===== src/common/paired_timer_pkg.sv =====
// Purpose: constants for the paired timer control block
// Assumes: 32-bit classic wishbone register bus, 50 MHz system clock
// Notes:   register offsets are byte addresses
package paired_timer_pkg;

  // ---------------------------------------------------------------
  // register map
  // ---------------------------------------------------------------
  localparam logic [7:0]  CTRL_OFFSET    = 8'h00;
  localparam logic [7:0]  STATUS_OFFSET  = 8'h04;
  localparam logic [7:0]  COUNT_OFFSET   = 8'h08;
  localparam logic [7:0]  PERIOD_OFFSET  = 8'h0C;
  localparam logic [15:0] CTRL_RESET     = 16'h0000;
  localparam logic [15:0] CTRL_WMASK     = 16'hA07A;
  localparam logic [31:0] PERIOD_RESET   = 32'hFFFFFFFF;

  // ---------------------------------------------------------------
  // control fields
  // ---------------------------------------------------------------
  localparam int RUN_BIT      = 15;
  localparam int IDLE_BIT     = 13;
  localparam int GATE_BIT     = 6;
  localparam int PRESC_HI_BIT = 5;
  localparam int PRESC_LO_BIT = 4;
  localparam int PAIR_BIT     = 3;
  localparam int CLKSRC_BIT   = 1;

  // ---------------------------------------------------------------
  // prescale codes and terminal counts
  // ---------------------------------------------------------------
  localparam logic [1:0] PRESC_DIV1   = 2'h0;
  localparam logic [1:0] PRESC_DIV8   = 2'h1;
  localparam logic [1:0] PRESC_DIV64  = 2'h2;
  localparam logic [1:0] PRESC_DIV256 = 2'h3;
  localparam logic [7:0] TC_DIV1      = 8'h00;
  localparam logic [7:0] TC_DIV8      = 8'h07;
  localparam logic [7:0] TC_DIV64     = 8'h3F;
  localparam logic [7:0] TC_DIV256    = 8'hFF;

endpackage : paired_timer_pkg


===== src/hdl/paired_timer_control.sv =====
// Purpose: control logic for two 16-bit timers joinable into one 32-bit timer
// Assumes: all inputs synchronous to sys_clk_i; wishbone classic slave
// Notes:   external clock pin counted on its rising edge
//
// The address map and the Wishbone slave port are this design's own decisions.
`timescale 1ns/1ps
`default_nettype none

module paired_timer_control
  import paired_timer_pkg::*;
(
  input  wire logic        sys_clk_i,
  input  wire logic        nrst_i,
  input  wire logic        wb_cyc_i,
  input  wire logic        wb_stb_i,
  input  wire logic        wb_we_i,
  input  wire logic [7:0]  wb_adr_i,
  input  wire logic [3:0]  wb_sel_i,
  input  wire logic [31:0] wb_dat_i,
  output logic      [31:0] wb_dat_o,
  output logic             wb_ack_o,
  input  wire logic        idle_mode_i,
  input  wire logic        ext_clk_i,
  input  wire logic        gate_i,
  input  wire logic        upper_tick_i,
  output logic             lower_match_o,
  output logic             upper_match_o,
  output logic             conv_trigger_o
);

  // ---------------------------------------------------------------
  // state
  // ---------------------------------------------------------------
  logic [15:0] ctrl_ff,   nxt_ctrl;
  logic [31:0] period_ff, nxt_period;
  logic [31:0] count_ff,  nxt_count;
  logic [7:0]  presc_ff,  nxt_presc;
  logic        ext_ff,    nxt_ext;
  logic [31:0] rdat_ff,   nxt_rdat;
  logic        ack_ff,    nxt_ack;
  logic        lmatch_ff, nxt_lmatch;
  logic        umatch_ff, nxt_umatch;
  logic        trig_ff,   nxt_trig;

  // ---------------------------------------------------------------
  // helpers
  // ---------------------------------------------------------------
  function automatic logic [7:0] presc_limit(input logic [1:0] code);
    case (code)
      PRESC_DIV256: presc_limit = TC_DIV256;
      PRESC_DIV64:  presc_limit = TC_DIV64;
      PRESC_DIV8:   presc_limit = TC_DIV8;
      default:      presc_limit = TC_DIV1;
    endcase
  endfunction : presc_limit

  function automatic logic [31:0] byte_merge(input logic [31:0] old_v,
                                             input logic [31:0] new_v,
                                             input logic [3:0]  sel);
    logic [31:0] r;
    r = old_v;
    for (int i = 0; i < 4; i++)
    begin
      if (sel[i])
      begin
        r[i*8 +: 8] = new_v[i*8 +: 8];
      end
    end
    byte_merge = r;
  endfunction : byte_merge

  logic        req;
  logic        wr_go;
  logic        pair;
  logic        run;
  logic        halted;
  logic        in_tick;
  logic        gate_ok;
  logic        presc_tick;
  logic        lo_hit;
  logic        hi_hit;
  logic        pair_hit;
  logic [31:0] merged_ctrl;

  always_comb
  begin
    req         = wb_cyc_i && wb_stb_i && !ack_ff;
    wr_go       = wb_cyc_i && wb_stb_i && wb_we_i && ack_ff; // write lands on the ack edge
    merged_ctrl = byte_merge({16'h0000, ctrl_ff}, wb_dat_i, wb_sel_i);
    pair        = ctrl_ff[PAIR_BIT];
    run         = ctrl_ff[RUN_BIT];
    halted      = ctrl_ff[IDLE_BIT] && idle_mode_i;
    in_tick     = ctrl_ff[CLKSRC_BIT] ? (ext_clk_i && !ext_ff) : 1'b1;
    gate_ok     = ctrl_ff[CLKSRC_BIT] || !ctrl_ff[GATE_BIT] || gate_i;
    presc_tick  = run && !halted && in_tick && gate_ok
                  && (presc_ff == presc_limit(ctrl_ff[PRESC_HI_BIT:PRESC_LO_BIT]));
    lo_hit      = count_ff[15:0] == period_ff[15:0];
    hi_hit      = count_ff[31:16] == period_ff[31:16];
    pair_hit    = lo_hit && hi_hit;
  end

  // ---------------------------------------------------------------
  // next state
  // ---------------------------------------------------------------
  always_comb
  begin
    nxt_ctrl   = ctrl_ff;
    nxt_period = period_ff;
    nxt_count  = count_ff;
    nxt_presc  = presc_ff;
    nxt_ext    = ext_clk_i;
    nxt_rdat   = rdat_ff;
    nxt_ack    = req;
    nxt_lmatch = 1'b0;
    nxt_umatch = 1'b0;
    nxt_trig   = 1'b0;

    // prescaler, only advanced by qualified input edges
    if (run && !halted && in_tick && gate_ok)
    begin
      nxt_presc = presc_tick ? 8'h00 : presc_ff + 8'h01;
    end

    // counters and period matches
    if (presc_tick)
    begin
      if (pair)
      begin
        nxt_count = pair_hit ? 32'h00000000 : count_ff + 32'h00000001;
        nxt_umatch = pair_hit;
        nxt_trig   = pair_hit;
      end
      else
      begin
        nxt_count[15:0] = lo_hit ? 16'h0000 : count_ff[15:0] + 16'h0001;
        nxt_lmatch      = lo_hit;
      end
    end
    // upper timer runs on its own tick when not paired
    if (!pair && upper_tick_i)
    begin
      nxt_count[31:16] = hi_hit ? 16'h0000 : count_ff[31:16] + 16'h0001;
      nxt_umatch       = hi_hit;
      nxt_trig         = hi_hit;
    end

    if (wr_go)
    begin
      case (wb_adr_i)
        CTRL_OFFSET:
        begin
          nxt_ctrl = merged_ctrl[15:0] & CTRL_WMASK;
          if (run)
          begin
            nxt_presc = 8'h00;
          end
        end
        PERIOD_OFFSET: nxt_period = byte_merge(period_ff, wb_dat_i, wb_sel_i);
        COUNT_OFFSET:  nxt_count  = byte_merge(count_ff, wb_dat_i, wb_sel_i);
        default:       nxt_rdat   = rdat_ff;
      endcase
    end
    if (req && !wb_we_i)
    begin
      case (wb_adr_i)
        CTRL_OFFSET:   nxt_rdat = {16'h0000, ctrl_ff};
        STATUS_OFFSET: nxt_rdat = {28'h0000000, halted, pair, run, presc_tick};
        COUNT_OFFSET:  nxt_rdat = count_ff;
        PERIOD_OFFSET: nxt_rdat = period_ff;
        default:       nxt_rdat = 32'h00000000;
      endcase
    end
  end

  // ---------------------------------------------------------------
  // registers
  // ---------------------------------------------------------------
  always_ff @(posedge sys_clk_i or negedge nrst_i)
  begin
    if (!nrst_i)
    begin
      ctrl_ff   <= CTRL_RESET;
      period_ff <= PERIOD_RESET;
      count_ff  <= 32'h00000000;
      presc_ff  <= 8'h00;
      ext_ff    <= 1'b0;
      rdat_ff   <= 32'h00000000;
      ack_ff    <= 1'b0;
      lmatch_ff <= 1'b0;
      umatch_ff <= 1'b0;
      trig_ff   <= 1'b0;
    end
    else
    begin
      ctrl_ff   <= nxt_ctrl;
      period_ff <= nxt_period;
      count_ff  <= nxt_count;
      presc_ff  <= nxt_presc;
      ext_ff    <= nxt_ext;
      rdat_ff   <= nxt_rdat;
      ack_ff    <= nxt_ack;
      lmatch_ff <= nxt_lmatch;
      umatch_ff <= nxt_umatch;
      trig_ff   <= nxt_trig;
    end
  end

  always_comb
  begin
    wb_dat_o       = rdat_ff;
    wb_ack_o       = ack_ff;
    lower_match_o  = lmatch_ff;
    upper_match_o  = umatch_ff;
    conv_trigger_o = trig_ff;
  end

endmodule : paired_timer_control
`default_nettype wire


===== config.mk =====
export PLATFORM = sky130hd
export DESIGN_NAME = paired_timer_control
export DESIGN_NICKNAME = d
export VERILOG_FILES = /design/src/common/paired_timer_pkg.sv /design/src/hdl/paired_timer_control.sv
export SDC_FILE = /design/constraint.sdc
export NUM_CORES = 1
export LEC_CHECK = 0
export ABC_AREA = 1
export BUFFER_PORTS_ARGS = -buffer_cell sky130_fd_sc_hd__buf_2
export CORE_MARGIN = 3
export CORE_UTILIZATION = 40
export CTS_CLUSTER_DIAMETER = 40
export DETAILED_ROUTE_END_ITERATION = 6
export GPL_TIMING_DRIVEN = 0
export SLEW_MARGIN = 5
export SYNTH_ARGS = -nofsm -noshare
export SYNTH_HDL_FRONTEND = slang
export SYNTH_SLANG_ARGS = --single-unit

===== constraint.sdc =====
create_clock -name sys_clk_i -period 1.8 [get_ports sys_clk_i]
set_input_delay 0.09 -clock sys_clk_i [delete_from_list [all_inputs] [get_ports sys_clk_i]]
set_output_delay 0.09 -clock sys_clk_i [all_outputs]
set_load 0.02 [all_outputs]

==> flow_summary_export.csv <==
group,metric,value,unit
outcome,status,"complete, but fails checks",
outcome,failing_checks,"setup timing",
final_layout,finalNonFillerCells,1617,
final_layout,post_route_cells_drive_above_1_share,0.268,
critical_path,end_kind,"register",
sta,clock-skew-final,0.00577,ns
final_layout,area_added_between_synthesis_and_finish,33.0,%
logic_synthesis,synthFlopType,"dfrtp_1",
final_layout,fin_area,10300,um2
critical_path,path_cells,"inv_2 -> nand2_2 -> nand2_2 -> nor2_2 -> nand2_2 -> nor2_4 -> nand2_4 -> buf_4 -> a21oi_4 -> buf_12 -> or2_2 -> nand2_1 -> nand2_1 -> nand2_1",
sta,finalSetupViolations,33,
routing,drt-pass1-iter-count,5,
power_and_ir_drop,worst_ir_drop_vdd,0.654,mV
placed_design,place.gp.congestion,0.947,
clock_network,ctsLongestPathBuffers,2,
sta,timing.final.crit_period,2.03,ns
routing,detail-route-antenna-nets,0,
logic_synthesis,synthesis.area,7720,um2
logic_synthesis,synth_seq_area_share,0.378,
sta,hold_viol,0,
grt,grt_use_total,0.246,
logic_synthesis,synth_enable_flop_cells,0,
grt,via_count_of_the_first_global_routing_pass,7922,
floorplan,die_y,145,um
sta,finalMaxSlewViolations,0,
final_layout,layout_commonest_cell,"nand2_1",
flow_run,max-cap-violations,0,
final_layout,layout_common_cells,"nand2_1, inv_1, buf_2",
clock_network,cts.reportedPaths.clkPinSlew,0.06,ns
critical_path,timing.critical_path.slowest_cell_delay,0.55,ns
placed_design,placed_cell_count,1516,
logic_synthesis,synthArstFlopShare,1.00,
critical_path,category_of_the_worst_setup_path_launch_point,"register",
floorplan,fp.dieArea,21000,um2
sta,finalCritPeriodShare,1.13,
placed_design,place_hpwl,18800,um
routing,post-route-drc-count,0,
logic_synthesis,number_of_different_library_cells_in_the_post_synthesis_netlist,42,
clock_network,cts_root_buf,"clkbuf_16",
grt,antenna_found_initial,0,
critical_path,worst-endpoint-required,2.11,ns
floorplan,core.rowCount,50,
sta,postLayoutSetupSlackWorst,-0.228,ns
logic_synthesis,number_of_warning_messages_in_the_yosys_log,0,
clock_network,htreeDepth,4,
clock_network,clock_tree_from_tritoncts,"yes",
power_and_ir_drop,reported_leakage_power,5.19,nW
hold_path,worst_hold_startpoint,"wb_sel_i[2]",
critical_path,startpoint,"period_ff[13]$_DFFE_PN1P_",
logic_synthesis,synth_seq_cells,115,
routing,detail_route.iter0.violations,662,
sta,fmaxAchievable,493,MHz
grt,wire_length_of_the_first_global_routing_pass,41600,um
critical_path,crit_arrival,2.34,ns
logic_synthesis,synthesis.area_per_instance,6.62,um2
clock_network,insertion_delay,0.42,ns
routing,finalWirelength,25700,um
sta,fin_setup_tns,-5.56,ns
critical_path,r2r-start,"period_ff[13]$_DFFE_PN1P_",
hold_path,min-delay-path-class,"in -> reg",
placed_design,port-buffer-count,88,
floorplan,coreArea,18800,um2
power_and_ir_drop,power.density,830,nW/um2
critical_path,timing_worst_setup_path_type,"reg -> reg",
routing,wire_per_inst,15.9,um
sta,unrepaired_setup_endpoints_after_global_routing,"yes",
sta,transition_time_of_the_tightest_slew_check_pin,0.680,ns
placed_design,placed_cell_area,8520,um2
grt,grt.overflow.total,0,
logic_synthesis,synthCells,1167,
floorplan,chipWidth,145,um
routing,dr_total_vias,8128,
final_layout,layout.nets,1400,
clock_network,cts.sink_count,115,
final_layout,number_of_diodes_added_for_antenna_fixing,0,
clock_network,cts_made_buffers,17,
critical_path,cp_slowest_cell,"dfstp_2",
sta,max_slew_margin,0.546,
routing,viasPerCell,5.03,
critical_path,path_max_fanout,3,
placed_design,pre_cts_ws,-0.717,ns
floorplan,ios,89,
power_and_ir_drop,design_power_total,8.53,mW
grt,grt_start_max_net_pins,65,
logic_synthesis,post_synthesis_net_count,1223,
floorplan,initial_utilization,0.410,
-- synthesized netlist by cell type (8+ instances only) --
library cell  instances  area share
nor3_1                9      0.0058
clkbuf_1             14      0.0068
inv_1               158       0.077
a21oi_1              26       0.017
inv_2                 8      0.0039
nor2_1               98       0.048
nand2_1             439        0.21
o22ai_1              33       0.027
nand4_1              19       0.015
nand3_1              58       0.038
dfstp_2              32        0.11
nand3b_1              9      0.0087
dfrtp_1              83        0.27
xor2_1               19       0.022
o21ai_0              78       0.051
-- power breakdown --
group          internal [mW]  total (mW)  switching, mW  leakage [nW]
Sequential              2.75        2.94          0.188          1.39
Clock                   2.27        3.51           1.24         0.296
Combinational          0.773        2.08           1.31          3.50
-- final cells by class --
type,count,area [um2]
tap,260,325
multi-input combinational,853,4420
clock inverter,10,130
sequential,115,2940
clock buffer,22,474
fill,1868,8560
buffer,31,199
timing repair buffer,160,1160
inverter,166,623
-- per-stage QoR --
step           utilization  hold slack [ns]
6_report             0.545           0.0430
5_1_grt              0.545           0.0698
4_1_cts              0.530           0.0113
3_5_place_dp         0.452           0.0726
3_3_place_gp         0.451            0.212
2_1_floorplan            -           -0.206
-- registers in the layout, indices dropped and copies added (netlist names) --
signal          flops
ctrl_ff             7
lower_match_o       1
conv_trigger_o      1
count_ff           32
wb_ack_o            1
wb_dat_o           32
presc_ff            8
ext_ff              1
period_ff          32
-- worst paths after layout --
kind / to / slack (ns) / depth (start not counted)
setup / recovery: count_ff[11]$_DFFE_PN0P_ / -0.23 / 14
hold / removal: count_ff[19]$_DFFE_PN0P_ / 0.04 / 4
setup reg to reg: count_ff[11]$_DFFE_PN0P_ / -0.23 / 14
hold reg to reg: wb_dat_o[19]$_DFFE_PN0P_ / 0.47 / 2
max in group asynchronous: period_ff[6]$_DFFE_PN1P_ / 0.87 / 3
min in group asynchronous: wb_dat_o[27]$_DFFE_PN0P_ / 0.18 / 2
-- worst max-delay path, delay by kind of cell (launching register included) --
family / cells / cell delay (ns)
AND/OR/NAND/NOR: 10 / 0.83
flip-flops: 1 / 0.55
buffers and inverters: 3 / 0.35
AO/OA/AOI/OAI: 1 / 0.19
-- routing by layer --
layer | share of wire | wire length (um) | track usage
met1 | 0.47 | 12100 | 0.350
met2 | 0.44 | 11300 | 0.381
met3 | 0.065 | 1680 | 0.0394
met4 | 0.025 | 648 | 0.0869
met5 | 0 | 0 | 0
-- logic make-up (layout without fill, tap and decap cells) --
family          Yosys count  count (layout)  synth area share
compound gates          157             157             0.115
xor+xnor                 19              19            0.0216
buf+inv                 199             389             0.105
flops                   115             115             0.378
simple gates            674             674             0.376
fa+ha+maj                 3               3           0.00486
-- what timing repair did --
action	CTS	global route
endpoints found under the hold margin	99	0
setup buffers	26	7
setup endpoints to repair	87	69
hold buffers	36	0
cloned	1	1
gates resized for setup	88	76
pin swaps	21	46
No activity file was read; power rests on OpenSTA's default activity.
